<file path="src/hw/pwmev_pkg.sv">
// Constants, register map and carrier types for the timer event/status block.
// Assumes one 100 MHz clock shared by the bus port and the timer logic.
package pwmev_pkg;

  // ****************************************
  // Register offsets
  // ****************************************
  localparam logic [7:0] PWMEV_OFS_EVENT_INPUT_B_CONFIG = 8'h09;
  localparam logic [7:0] PWMEV_OFS_INTERRUPT_ENABLE = 8'h0C;
  localparam logic [7:0] PWMEV_OFS_INTERRUPT_FLAG = 8'h0D;
  localparam logic [7:0] PWMEV_OFS_TIMER_STATUS = 8'h0E;

  // ****************************************
  // Field positions and reset values
  // ****************************************
  localparam int PWMEV_CFG_LSB = 6;
  localparam int PWMEV_POL_BIT = 4;
  localparam int PWMEV_ACT_BIT = 2;
  localparam int PWMEV_TRIG_BIT = 0;
  localparam int PWMEV_IRQ_B_BIT = 3;
  localparam int PWMEV_IRQ_A_BIT = 2;
  localparam int PWMEV_IRQ_OVF_BIT = 0;
  localparam int PWMEV_ACT_B_BIT = 7;
  localparam int PWMEV_ACT_A_BIT = 6;
  localparam int PWMEV_CMD_RDY_BIT = 1;
  localparam int PWMEV_EN_RDY_BIT = 0;
  localparam logic [7:0] PWMEV_CFG_MASK = 8'h00D5;
  localparam logic [7:0] PWMEV_IRQ_MASK = 8'h000D;
  localparam logic [7:0] PWMEV_RST_BYTE = 8'h00;

  // Event configuration codes
  localparam logic [1:0] PWMEV_CFG_NEITHER = 2'h0;
  localparam logic [1:0] PWMEV_CFG_FILTER = 2'h1;
  localparam logic [1:0] PWMEV_CFG_ASYNC = 2'h2;

  // Input mode code meaning no action
  localparam logic [3:0] PWMEV_MODE_NONE = 4'h0;

  // ****************************************
  // Timing
  // ****************************************
  localparam int PWMEV_CLK_PERIOD_NS = 10;
  localparam int PWMEV_FILTER_SAMPLES = 4;
  localparam int PWMEV_SYNC_TIME_NS = 30;
  localparam int PWMEV_SYNC_CYC =
    (PWMEV_SYNC_TIME_NS + PWMEV_CLK_PERIOD_NS - 1) / PWMEV_CLK_PERIOD_NS;
  localparam logic [3:0] PWMEV_SYNC_LOAD = 4'(PWMEV_SYNC_CYC);

  // ****************************************
  // Carrier types
  // ****************************************
  typedef struct packed {
    logic sync_at_cycle_end_strobe;
    logic sync_now_strobe;
    logic restart_strobe;
    logic soft_capture_a_strobe;
    logic soft_capture_b_strobe;
  } pwmev_cmd_t;

  typedef struct packed {
    logic fault;
    logic capture;
    logic trigger;
    logic [3:0] mode;
  } pwmev_evt_t;

  typedef enum logic [1:0] {
    PWMEV_EN_IDLE,
    PWMEV_EN_SYNC,
    PWMEV_EN_WAIT_EOC,
    PWMEV_EN_HALT
  } pwmev_en_state_t;

endpackage : pwmev_pkg

</file>
<file path="src/hw/pwmev_top.sv">
// Second event input conditioning, interrupt enables/flags and status register.
// Assumes all inputs are synchronous to clk_i and strobes are one cycle long.
//
// Notes on behaviour
// [RL1] Filter mode: output follows input only after four equal samples.
// [RL2] Asynchronous mode: event drives the async output straight, bypassing sampling.
// [RL3] Config bits 7:6: 0 none, 1 filter, 2 async, others reserved.
// [RL4] Polarity 0 means falling/low active, 1 means rising/high active.
// [RL5] Action 0 gives fault only, action 1 gives fault plus capture B.
// [RL6] Fault response carries the configured input mode of input B.
// [RL7] Bit 0 of event config routes the event as input B trigger.
// [RL8] Interrupt enable bit 3 gates the input B trigger request.
// [RL9] Interrupt enable bit 2 gates the input A trigger request.
// [RL10] Interrupt enable bit 0 gates the overflow / restart request.
// [RL11] Flag bit 3 set by B trigger or capture, cleared by writing one.
// [RL12] Flag bit 2 set by A trigger or capture, cleared by writing one.
// [RL13] Flag bit 0 set at each cycle end, cleared by writing one.
// [RL14] Status bit 7 set on any output B change, cleared by writing one.
// [RL15] Status bit 6 set on any output A change, cleared by writing one.
// [RL16] Status bit 1 high only when last command is synchronized.
// [RL17] Command ready drops on any of the five command strobes.
// [RL18] With auto update, compare B clear high write drops command ready.
// [RL19] Status bit 0 high only when enable value is synchronized.
// [RL20] Enable ready drops on enable write or disable-at-cycle-end strobe.
// [RL21] Enable ready drops on debug break while run in debug is zero.
// [RL22] Strobes during an ongoing synchronization are ignored.
// [RL23] Each request asserted while flag and enable both set; zero writes keep flags.
// [RL24] One clears activity bits, zero keeps them; ready bits ignore writes.
//
// The implementer's own choice: the strobed register port.
`timescale 1ns/1ns
module pwmev_top
  import pwmev_pkg::*;
(
  input wire logic clk_i,
  input wire logic rst_i,
  input wire logic ce_i,
  input wire logic [7:0] addr_i,
  input wire logic [7:0] wdata_i,
  input wire logic wr_i,
  input wire logic rd_i,
  output logic [7:0] rdata_o,
  input wire logic event_b_i,
  input wire logic [3:0] input_mode_b_i,
  input wire logic input_a_trigger_i,
  input wire logic cycle_end_overflow_i,
  input wire logic waveform_out_a_i,
  input wire logic waveform_out_b_i,
  input wire pwmev_cmd_t cmd_strobe_i,
  input wire logic auto_update_i,
  input wire logic compare_b_clear_high_wr_i,
  input wire logic enable_wr_i,
  input wire logic enable_value_i,
  input wire logic disable_at_cycle_end_strobe_i,
  input wire logic debug_break_i,
  input wire logic run_in_debug_i,
  output pwmev_evt_t event_b_o,
  output logic async_event_b_o,
  output pwmev_cmd_t cmd_issue_o,
  output logic timer_enable_o,
  output logic [2:0] irq_o
);

  // ****************************************
  // Register state
  // ****************************************
  logic [7:0] event_input_b_config;
  logic [7:0] interrupt_enable;
  logic [7:0] interrupt_flag;
  logic output_b_activity;
  logic output_a_activity;
  logic command_ready;
  logic enable_ready;

  // ****************************************
  // Bus decode
  // ****************************************
  wire sel_cfg = addr_i == PWMEV_OFS_EVENT_INPUT_B_CONFIG;
  wire sel_ie = addr_i == PWMEV_OFS_INTERRUPT_ENABLE;
  wire sel_flag = addr_i == PWMEV_OFS_INTERRUPT_FLAG;
  wire sel_stat = addr_i == PWMEV_OFS_TIMER_STATUS;
  wire wr_cfg = wr_i & sel_cfg;
  wire wr_ie = wr_i & sel_ie;
  wire wr_flag = wr_i & sel_flag;
  wire wr_stat = wr_i & sel_stat;

  wire [7:0] status_byte = {output_b_activity, output_a_activity, 4'h0,
    command_ready, enable_ready};
  // Unmapped offsets read as zero
  wire [7:0] next_rdata = sel_cfg ? event_input_b_config :
    sel_ie ? interrupt_enable :
    sel_flag ? interrupt_flag :
    sel_stat ? status_byte : PWMEV_RST_BYTE;

  // ****************************************
  // Event configuration fields
  // ****************************************
  // Reserved code 3 matches neither compare and acts as plain sampling
  wire [1:0] cfg_code = event_input_b_config[PWMEV_CFG_LSB +: 2];
  wire filter_on = cfg_code == PWMEV_CFG_FILTER; // [RL3]
  wire async_on = cfg_code == PWMEV_CFG_ASYNC; // [RL3]
  wire polarity = event_input_b_config[PWMEV_POL_BIT];
  wire capture_on = event_input_b_config[PWMEV_ACT_BIT];
  wire event_trigger_enable = event_input_b_config[PWMEV_TRIG_BIT];

  // ****************************************
  // Event input conditioning
  // ****************************************
  logic [PWMEV_FILTER_SAMPLES-1:0] samples;
  logic filtered;
  logic event_q;
  logic active_q;

  wire all_high = &samples;
  wire all_low = ~|samples;
  // Filter only moves once the whole window agrees, at the cost of latency
  wire next_filtered = all_high ? 1'b1 : all_low ? 1'b0 : filtered; // [RL1]
  wire conditioned = filter_on ? filtered : event_q; // [RL1]
  wire active_level = polarity ? conditioned : ~conditioned; // [RL4]
  wire active_edge = active_level & ~active_q; // [RL4]
  // Input mode 0 means no action, so the fault level is held off
  wire fault_allowed = input_mode_b_i != PWMEV_MODE_NONE; // [RL6]
  wire next_fault = active_level & fault_allowed & ~async_on; // [RL2]
  wire next_capture = active_edge & capture_on; // [RL5]
  wire next_trigger = active_edge & event_trigger_enable; // [RL7]
  // Async path skips every flop, so this output alone is combinational
  assign async_event_b_o = async_on & (polarity ? event_b_i : ~event_b_i); // [RL2]

  always_ff @(posedge clk_i or posedge rst_i)
  begin
    if (rst_i)
    begin
      samples <= '0;
      filtered <= 1'b0;
      event_q <= 1'b0;
      active_q <= 1'b0;
    end
    else if (ce_i)
    begin
      samples <= {samples[PWMEV_FILTER_SAMPLES-2:0], event_b_i}; // [RL1]
      filtered <= next_filtered; // [RL1]
      event_q <= event_b_i;
      active_q <= active_level;
    end
  end

  always_ff @(posedge clk_i or posedge rst_i)
  begin
    if (rst_i)
      event_b_o <= '0;
    else if (ce_i)
    begin
      event_b_o.fault <= next_fault | next_capture; // [RL5]
      event_b_o.capture <= next_capture; // [RL5]
      event_b_o.trigger <= next_trigger; // [RL7]
      event_b_o.mode <= input_mode_b_i; // [RL6]
    end
  end

  // ****************************************
  // Interrupt flags and requests
  // ****************************************
  wire set_b = next_trigger | next_capture;
  wire [7:0] flag_set = {4'h0, set_b, input_a_trigger_i, 1'b0,
    cycle_end_overflow_i};
  wire [7:0] flag_clr = wr_flag ? wdata_i & PWMEV_IRQ_MASK : PWMEV_RST_BYTE;
  // Set wins over a clear in the same cycle
  wire [7:0] next_flag = ((interrupt_flag & ~flag_clr) | flag_set) & PWMEV_IRQ_MASK; // [RL23]
  wire [7:0] next_ie = wr_ie ? wdata_i & PWMEV_IRQ_MASK : interrupt_enable;
  wire [7:0] req = next_flag & next_ie; // [RL23]
  wire [2:0] next_irq = {req[PWMEV_IRQ_B_BIT], req[PWMEV_IRQ_A_BIT],
    req[PWMEV_IRQ_OVF_BIT]}; // [RL8] [RL9] [RL10]

  always_ff @(posedge clk_i or posedge rst_i)
  begin
    if (rst_i)
    begin
      interrupt_enable <= PWMEV_RST_BYTE;
      interrupt_flag <= PWMEV_RST_BYTE;
      irq_o <= 3'h0;
    end
    else if (ce_i)
    begin
      interrupt_enable <= next_ie; // [RL8] [RL9] [RL10]
      interrupt_flag <= next_flag; // [RL11] [RL12] [RL13]
      irq_o <= next_irq; // [RL23]
    end
  end

  // Reserved bits are dropped at the write, so they always read back as zero
  always_ff @(posedge clk_i or posedge rst_i)
  begin
    if (rst_i)
      event_input_b_config <= PWMEV_RST_BYTE;
    else if (ce_i & wr_cfg)
      event_input_b_config <= wdata_i & PWMEV_CFG_MASK; // [RL3]
  end

  // ****************************************
  // Bus read port
  // ****************************************
  // Read data last one cycle and are zero otherwise, so several ports may be ORed
  always_ff @(posedge clk_i or posedge rst_i)
  begin
    if (rst_i)
      rdata_o <= PWMEV_RST_BYTE;
    else if (ce_i)
      rdata_o <= rd_i ? next_rdata : PWMEV_RST_BYTE;
  end

  // ****************************************
  // Waveform activity
  // ****************************************
  // A toggle shorter than one clock is not seen, since edges are found by sampling
  logic wave_a_q;
  logic wave_b_q;
  wire clr_act_b = wr_stat & wdata_i[PWMEV_ACT_B_BIT]; // [RL24]
  wire clr_act_a = wr_stat & wdata_i[PWMEV_ACT_A_BIT]; // [RL24]
  wire chg_b = waveform_out_b_i ^ wave_b_q; // [RL14]
  wire chg_a = waveform_out_a_i ^ wave_a_q; // [RL15]

  always_ff @(posedge clk_i or posedge rst_i)
  begin
    if (rst_i)
    begin
      wave_a_q <= 1'b0;
      wave_b_q <= 1'b0;
      output_a_activity <= 1'b0;
      output_b_activity <= 1'b0;
    end
    else if (ce_i)
    begin
      wave_a_q <= waveform_out_a_i;
      wave_b_q <= waveform_out_b_i;
      output_b_activity <= chg_b | (output_b_activity & ~clr_act_b); // [RL14]
      output_a_activity <= chg_a | (output_a_activity & ~clr_act_a); // [RL15]
    end
  end

  // ****************************************
  // Command synchronization
  // ****************************************
  // One counter serves every command, since only one may be in flight
  logic [3:0] cmd_count;
  pwmev_cmd_t cmd_pending;
  wire any_strobe = |cmd_strobe_i; // [RL17]
  wire auto_req = auto_update_i & compare_b_clear_high_wr_i; // [RL18]
  // Strobes landing while busy are dropped, not queued
  wire cmd_accept = command_ready & (any_strobe | auto_req); // [RL22]
  wire cmd_done = ~command_ready & (cmd_count == 4'h1);
  wire [3:0] next_cmd_count = cmd_accept ? PWMEV_SYNC_LOAD :
    (cmd_count != 4'h0) ? cmd_count - 4'h1 : cmd_count;
  // Auto update asks for a load at cycle end
  wire pwmev_cmd_t next_pending = cmd_accept ?
    (cmd_strobe_i | pwmev_cmd_t'({auto_req, 4'h0})) : cmd_pending;

  always_ff @(posedge clk_i or posedge rst_i)
  begin
    if (rst_i)
    begin
      command_ready <= 1'b0;
      cmd_count <= PWMEV_SYNC_LOAD;
      cmd_pending <= '0;
      cmd_issue_o <= '0;
    end
    else if (ce_i)
    begin
      cmd_count <= next_cmd_count;
      cmd_pending <= next_pending;
      if (cmd_accept)
        command_ready <= 1'b0; // [RL17] [RL18]
      else if (cmd_done)
        command_ready <= 1'b1; // [RL16]
      cmd_issue_o <= cmd_done ? cmd_pending : '0; // [RL16]
    end
  end

  // ****************************************
  // Enable synchronization
  // ****************************************
  pwmev_en_state_t en_state;
  logic [3:0] en_count;
  logic en_value_q;
  // A debug halt parks the enable sync once it is idle; writes during the break are not taken
  wire halted = debug_break_i & ~run_in_debug_i; // [RL21]
  wire en_idle = en_state == PWMEV_EN_IDLE;
  // Only idle takes a request, so a running sync is never cut short
  wire en_write_ok = en_idle & ~halted & enable_wr_i; // [RL20]
  wire dis_ok = en_idle & ~halted & ~enable_wr_i & disable_at_cycle_end_strobe_i; // [RL20]
  wire en_count_end = en_count == 4'h1;
  wire [3:0] next_en_count = en_write_ok ? PWMEV_SYNC_LOAD :
    (en_count != 4'h0) ? en_count - 4'h1 : en_count;
  pwmev_en_state_t next_en_state;

  always_comb
  begin
    next_en_state = en_state;
    case (en_state)
      PWMEV_EN_IDLE:
        if (halted)
          next_en_state = PWMEV_EN_HALT; // [RL21]
        else if (en_write_ok)
          next_en_state = PWMEV_EN_SYNC; // [RL20]
        else if (dis_ok)
          next_en_state = PWMEV_EN_WAIT_EOC; // [RL20]
      PWMEV_EN_SYNC:
        if (en_count_end)
          next_en_state = PWMEV_EN_IDLE; // [RL19]
      PWMEV_EN_WAIT_EOC:
        if (cycle_end_overflow_i)
          next_en_state = PWMEV_EN_IDLE; // [RL19]
      PWMEV_EN_HALT:
        if (~halted)
          next_en_state = PWMEV_EN_IDLE;
      default:
        next_en_state = PWMEV_EN_IDLE;
    endcase
  end

  // Ready is low in every state but idle, and the flop is computed from next state
  wire next_enable_ready = (next_en_state == PWMEV_EN_IDLE) & ~halted; // [RL19] [RL21]
  wire next_enable = (en_state == PWMEV_EN_SYNC & en_count_end) ? en_value_q :
    (en_state == PWMEV_EN_WAIT_EOC & cycle_end_overflow_i) ? 1'b0 : timer_enable_o;

  always_ff @(posedge clk_i or posedge rst_i)
  begin
    if (rst_i)
    begin
      en_state <= PWMEV_EN_SYNC;
      en_count <= PWMEV_SYNC_LOAD;
      en_value_q <= 1'b0;
      enable_ready <= 1'b0;
      timer_enable_o <= 1'b0;
    end
    else if (ce_i)
    begin
      en_state <= next_en_state;
      en_count <= next_en_count;
      if (en_write_ok)
        en_value_q <= enable_value_i;
      enable_ready <= next_enable_ready; // [RL19] [RL20] [RL21]
      timer_enable_o <= next_enable;
    end
  end

endmodule : pwmev_top

</file>
<file path="config.mk">
export PLATFORM = sky130hd
export DESIGN_NAME = pwmev_top
export DESIGN_NICKNAME = d
export VERILOG_FILES = /design/src/hw/pwmev_pkg.sv /design/src/hw/pwmev_top.sv
export SDC_FILE = /design/constraint.sdc
export NUM_CORES = 1
export LEC_CHECK = 0
export BUFFER_PORTS_ARGS = -buffer_cell sky130_fd_sc_hd__buf_2
export CAP_MARGIN = 20
export CELL_PAD_IN_SITES_DETAIL_PLACEMENT = 1
export CELL_PAD_IN_SITES_GLOBAL_PLACEMENT = 2
export CORE_MARGIN = 8
export CORE_UTILIZATION = 37
export DETAILED_ROUTE_END_ITERATION = 12
export PLACE_DENSITY = 0.81
export SYNTH_ARGS = -nofsm -noshare
export SYNTH_HDL_FRONTEND = slang
export SYNTH_SLANG_ARGS = --single-unit
export TNS_END_PERCENT = 100
</file>
<file path="constraint.sdc">
create_clock -name clk_i -period 5.5 [get_ports clk_i]
set_input_delay 1.1 -clock clk_i [delete_from_list [all_inputs] [get_ports clk_i]]
set_output_delay 1.1 -clock clk_i [all_outputs]
set_load 0.02 [all_outputs]
</file>
==> results.cfg, run 1 <==
[critical_path]
crit_buf_inv = 2
startpoint_type = input port
worstSetupPathDepth = 4
cpPeakStageDelay_ns = 0.17
crit_type = in -> out
cpMostUsedCell = buf_2
crit_required_ns = 4.40
end_kind = output port
path_cells = buf_2, xnor2_1, and3_1, buf_2
slowest_stage = and3_1
crit_fanout = 2
reg2reg_depth = 6
cpLargestDelayFamily = buffers and inverters
arrival_ns = 1.69

[logic_synthesis]
synth.yosys.seq_area_share_pct = 51.0
synth_cell_type_count = 56
synth.largest_area_cell = dfrtp_1
yosys_warnings = 0
async_reset_ff_share_pct = 100
synth-seq-cells = 62
synth_enable_flop_cells = 0
synth_ff_type = dfrtp_1
synth_area_leaders = dfrtp_1, mux2_2, dfstp_2
netlist_instances = 267
synth.avg_cell_area_um2 = 11.4
synth_nets = 315
synth_top_cell_area_share_pct = 46.7
synth_area_mm2 = 0.00305

[worst_hold_path]
min_path_cells = 1
hold_path.class = reg -> reg

[sta]
rsz0062_at_grt = no
setup_viol = 0
tns_ns = 0
fin_crit_ns = 2.79
finalCritPeriodShare_pct = 50.7
finClkSkew_ns = 0.00908
max_freq_mhz = 358
setup_slack_ns = 2.71
max_slew_margin_pct = 46.6
drv_slew = 0
hold_violations = 0
worst_pin_slew_ns = 0.801

[global_routing]
grt_start_max_net_pins = 63
antenna_found_initial = 0
grt_pass1_wl_mm = 12.9
first_global_vias = 2538
grt.overflow.total = 0
gr-usage-all-layers_pct = 14.3

[clocking]
cts_tree = built
cts_hold_buf = 0
post_cts_buffers = 0
htreeDepth = 3
cts.sinks = 62
ctsLongestPathBuffers = 2
root_buffer = clkbuf_8
cts_resized = 0
insertion_delay_ns = 0.34
cts_buffers = 9
path_clk_slew_ns = 0.06

[floorplanning]
die_height_um = 107
core-area_mm2 = 0.00809
num_rows = 33
die_w_um = 107
start_util_pct = 37.7
ioPinCount = 67
dieArea_mm2 = 0.0114

[routing]
wl_per_cell_um = 17.3
ant_nets = 0
drt-total-wl_mm = 7.63
viasPerCell = 5.20
dr.pass1.iters = 4
via_count = 2299
drc = 0
initialDrtViolationCount = 57

[finish]
final-seq-area_mm2 = 0.00156
area_delta_synth_final_pct = 19.4
multi_input_area_mm2 = 0.00139
fillers = 927
antenna_cells = 0
nets = 381
drive_gt1_share_pct = 35.9

[placement]
pre_cts_ws_ns = 2.32
port_buffers = 63
gp_congestion = 0.754
dp_hpwl_mm = 5.63

[status]
status = finished, final reports clean

[power]
ir_drop_v = 0.000157
p_leak_nw = 1.75
cellPowerDensity_mw_per_mm2 = 359

[job]
cap_violations = 0
==> layer usage <==
metal	vias up	part of all wire, %	track usage [%]
li1	1106	-	-
met1	1157	43	16.9
met2	30	52	24.3
met3	6	3.2	2.64
met4	0	1.4	7.54
met5	-	0	0
==> synth_stat cells (3+ instances only) <==
cell       number
a21oi_1        15
a22o_1          7
a22oi_1         6
clkbuf_1        6
dfrtp_1        57
dfstp_2         5
ha_1            6
inv_1          17
mux2_2         23
mux2_4          3
mux2i_1         6
nand2_1        13
nand2b_1       10
nand3_1         4
nand4_1         3
nor2_1          6
nor2b_1         5
o21ai_0        11
o2bb2ai_1       7
o32ai_1         4
or3_1           3
xor2_1          3
==> power breakdown <==
| part | internal (mW) | leakage [nW] | switching, mW |
|---|---|---|---|
| Clock | 0.183 | 0.0910 | 0.174 |
| Sequential | 0.559 | 0.774 | 0.0775 |
| Combinational | 0.147 | 0.889 | 0.166 |
==> final timing paths <==
check                                  endpoint  slack (ns)        start
worst max-delay path            async_event_b_o        2.71    event_b_i
worst min-delay path                   irq_o[0]        0.48     irq_o[0]
worst max register to register      en_count[2]        3.72  en_count[0]
worst min register to register         irq_o[0]        0.48     irq_o[0]
max in group asynchronous            rdata_o[1]        3.98        rst_i
min in group asynchronous          event_b_o[4]        0.99        rst_i
==> worst register-to-register path, stage by stage (launching register included) <==
cell and delay [ns]:
dfstp_2 0.38, inv_1 0.11, ha_1 0.15, or3b_2 0.43
a21oi_1 0.29, nor4b_1 0.11, o21a_1 0.20
==> registers in the layout, indices dropped and copies added (netlist names), 2 cells and up <==
signal / count
cmd_pending: 5
rdata_o: 7
en_state: 2
event_input_b_config: 5
cmd_count: 4
irq_o: 3
interrupt_enable: 3
samples: 4
interrupt_flag: 3
en_count: 4
cmd_issue_o: 5
event_b_o: 7
==> kinds of logic (layout without fill, tap and decap cells) <==
| logic type | count (synthesis) | in the layout | synth area share (%) |
|---|---|---|---|
| buffers and inverters | 27 | 97 | 3.53 |
| other | 1 | 1 | 0.123 |
| XOR/XNOR | 4 | 4 | 1.15 |
| adder cells (fa/ha/maj) | 6 | 6 | 2.46 |
| AND/OR/NAND/NOR | 70 | 70 | 14.9 |
| flip-flops | 62 | 62 | 51.0 |
| AO/OA/AOI/OAI | 65 | 65 | 14.8 |
| multiplexers | 32 | 32 | 11.9 |
==> metrics by stage <==
stage,instance area (µm²),instances,utilization [%],power [mW],hold slack [ns]
global route,3640,442,45.0,1.40,0.501
global placement,3470,427,42.9,0.944,0.467
finish,3640,442,45.0,1.31,0.484
floorplan,3050,267,-,0.854,0.451
detailed placement,3470,427,42.9,0.965,0.469
CTS,3640,442,45.0,1.33,0.487
==> cell usage in the layout (no fill, tap or decap), types with 4 or more instances in the layout <==
cell type / synthesis / routed
inv_1: 17 / 16
nand2_1: 13 / 13
dfrtp_1: 57 / 57
a22oi_1: 6 / 6
a21oi_1: 15 / 15
a22o_1: 7 / 7
o32ai_1: 4 / 4
o21ai_0: 11 / 11
o2bb2ai_1: 7 / 7
mux2_2: 23 / 23
nor2_1: 6 / 6
ha_1: 6 / 6
nor2b_1: 5 / 5
buf_2: 2 / 63
dfstp_2: 5 / 5
nand3_1: 4 / 4
mux2i_1: 6 / 6
clkbuf_8: 0 / 11
nand2b_1: 10 / 10
==> area by class of cell <==
cell class / instances / share of cell area [%]
clock buffer: 11 / 4.16
clock inverter: 4 / 0.618
inverter: 17 / 1.75
multi-input combinational: 178 / 38.0
sequential: 62 / 42.8
tap: 105 / 3.61
timing repair buffer: 65 / 9.07
(Power assumes the default switching activity.)
==> run 2: changes to the inputs <==
--- a/config.mk
+++ b/config.mk
@@ -10,9 +10,9 @@
 export CELL_PAD_IN_SITES_DETAIL_PLACEMENT = 1
 export CELL_PAD_IN_SITES_GLOBAL_PLACEMENT = 2
 export CORE_MARGIN = 8
-export CORE_UTILIZATION = 37
+export CORE_UTILIZATION = 35
 export DETAILED_ROUTE_END_ITERATION = 12
-export PLACE_DENSITY = 0.81
+export PLACE_DENSITY = 0.77
 export SYNTH_ARGS = -nofsm -noshare
 export SYNTH_HDL_FRONTEND = slang
 export SYNTH_SLANG_ARGS = --single-unit
==> constraint.sdc (replaced) <==
create_clock -name clk_i -period 2.6 [get_ports clk_i]
set_input_delay 0.52 -clock clk_i [delete_from_list [all_inputs] [get_ports clk_i]]
set_output_delay 0.52 -clock clk_i [all_outputs]
set_load 0.02 [all_outputs]
==> run 2 against run 1 <==
  * Count of clock-buffer cells in the layout fell by 1
  * Non-clock buffer count rose by 2
  * Clock skew fell by 0.0015 ns
  * Highest routed layer unchanged
==> results.cfg, run 2 (synthesis gave the netlist of run 1 again) <==
[finish]
layout_common_cells = buf_2, dfrtp_1, mux2_2
layoutNonFillerInstCount = 448
nets = 383
area_delta_synth_final_pct = 20.5
antenna_cells = 0
drive_gt1_share_pct = 36.5
final_area_mm2 = 0.00368
mostFrequentLayoutCell = buf_2
largestRegisters = event_b_o (7), rdata_o (7)

[critical_path]
crit_fanout = 7
crit_type = reg -> out
crit_required_ns = 2.08
startpoint_type = register
arrival_ns = 1.27
end_kind = output port

[sta]
setup_viol = 0
worst_pin_slew_ns = 0.654
rsz0062_at_grt = no
finClkSkew_ns = 0.00759
setup_slack_ns = 0.811
finalCritPeriodShare_pct = 68.8
fin_crit_ns = 1.79
max_freq_mhz = 559
tns_ns = 0
max_slew_margin_pct = 55.8
hold_slack_ns = 0.245
drv_slew = 0
hold_violations = 0

[floorplanning]
core-area_mm2 = 0.00859
start_util_pct = 35.5
num_rows = 34
ioPinCount = 67
dieArea_mm2 = 0.0120
die_height_um = 109
die_w_um = 109

[placement]
gp_congestion = 0.737
dp_hpwl_mm = 5.77
placed_area_mm2 = 0.00350
dpl.cell_count = 432
port_buffers = 63
pre_cts_ws_ns = 0.464

[global_routing]
grt.overflow.total = 0
antenna_found_initial = 0
gr-usage-all-layers_pct = 13.6
grt_pass1_wl_mm = 12.8
grt_start_max_net_pins = 37
first_global_vias = 2540

[routing]
viasPerCell = 5.16
dr.pass1.iters = 4
initialDrtViolationCount = 66
wl_per_cell_um = 17.0
via_count = 2313
ant_nets = 0
drc = 0
drt-total-wl_mm = 7.62

[clocking]
root_buffer = clkbuf_8
cts_buffers = 9
insertion_delay_ns = 0.34
ctsLongestPathBuffers = 2
cts_tree = built
path_clk_slew_ns = 0.07
cts.sinks = 62
cts_resized = 0
post_cts_buffers = 0
htreeDepth = 3
cts_hold_buf = 0

[power]
p_leak_nw = 1.76
cellPowerDensity_mw_per_mm2 = 756
ir_drop_v = 0.000260

[status]
status = finished, final reports clean

[worst_hold_path]
hold_path.class = in -> async

[job]
cap_violations = 0
[run 2: cell count changes in the layout (fill, tap and decap cells not counted), sizes merged]
| cell | delta |
|---|---|
| buf | +2 |
| clkbuf | -1 |
| clkinvlp | +2 |
[run 2: per-layer routing]
layer / up-vias / routed length (µm) / global-route usage [%]
met1: 1164 / 3500 / 17.1
met3: 8 / 247 / 2.75
met5: - / 0 / 0
met2: 29 / 3770 / 22.1
li1: 1112 / - / -
met4: 0 / 107 / 6.36
[run 2: where the power goes]
group | internal, mW | switching, mW
clock network | 0.366 | 0.401
logic | 0.314 | 0.353
registers | 1.18 | 0.161
[run 2: worst max-delay path, stage by stage, from the launching register on]
cell and delay, ns:
dfrtp_1 0.46, xnor2_1 0.15, and3_1 0.17, buf_2 0.15
[run 2: layout make-up]
type,instances,area (µm²)
clock buffer,10,138
clock inverter,6,37.5
fill,966,4920
inverter,17,63.8
multi-input combinational,178,1390
sequential,62,1560
tap,108,135
timing repair buffer,67,358
[run 2: worst paths after layout]
kind	start	end	slack [ns]	cells after the start
min	rst_i	samples[3]	0.24	2
max	event_input_b_config[4]	async_event_b_o	0.81	3
min reg2reg	cmd_pending[0]	cmd_issue_o[0]	0.49	1
min in group clk_i	enable_value_i	en_value_q	0.41	2
max in group asynchronous	rst_i	cmd_count[0]	1.68	3
max reg2reg	en_count[0]	en_count[1]	0.82	6
[run 2: through the flow]
step / total power [mW] / util [%]
CTS: 2.82 / 42.8
detailed placement: 2.04 / 40.7
global placement: 2.01 / 40.7
global route: 2.96 / 42.8
finish: 2.78 / 42.8
floorplan: 1.81 / -
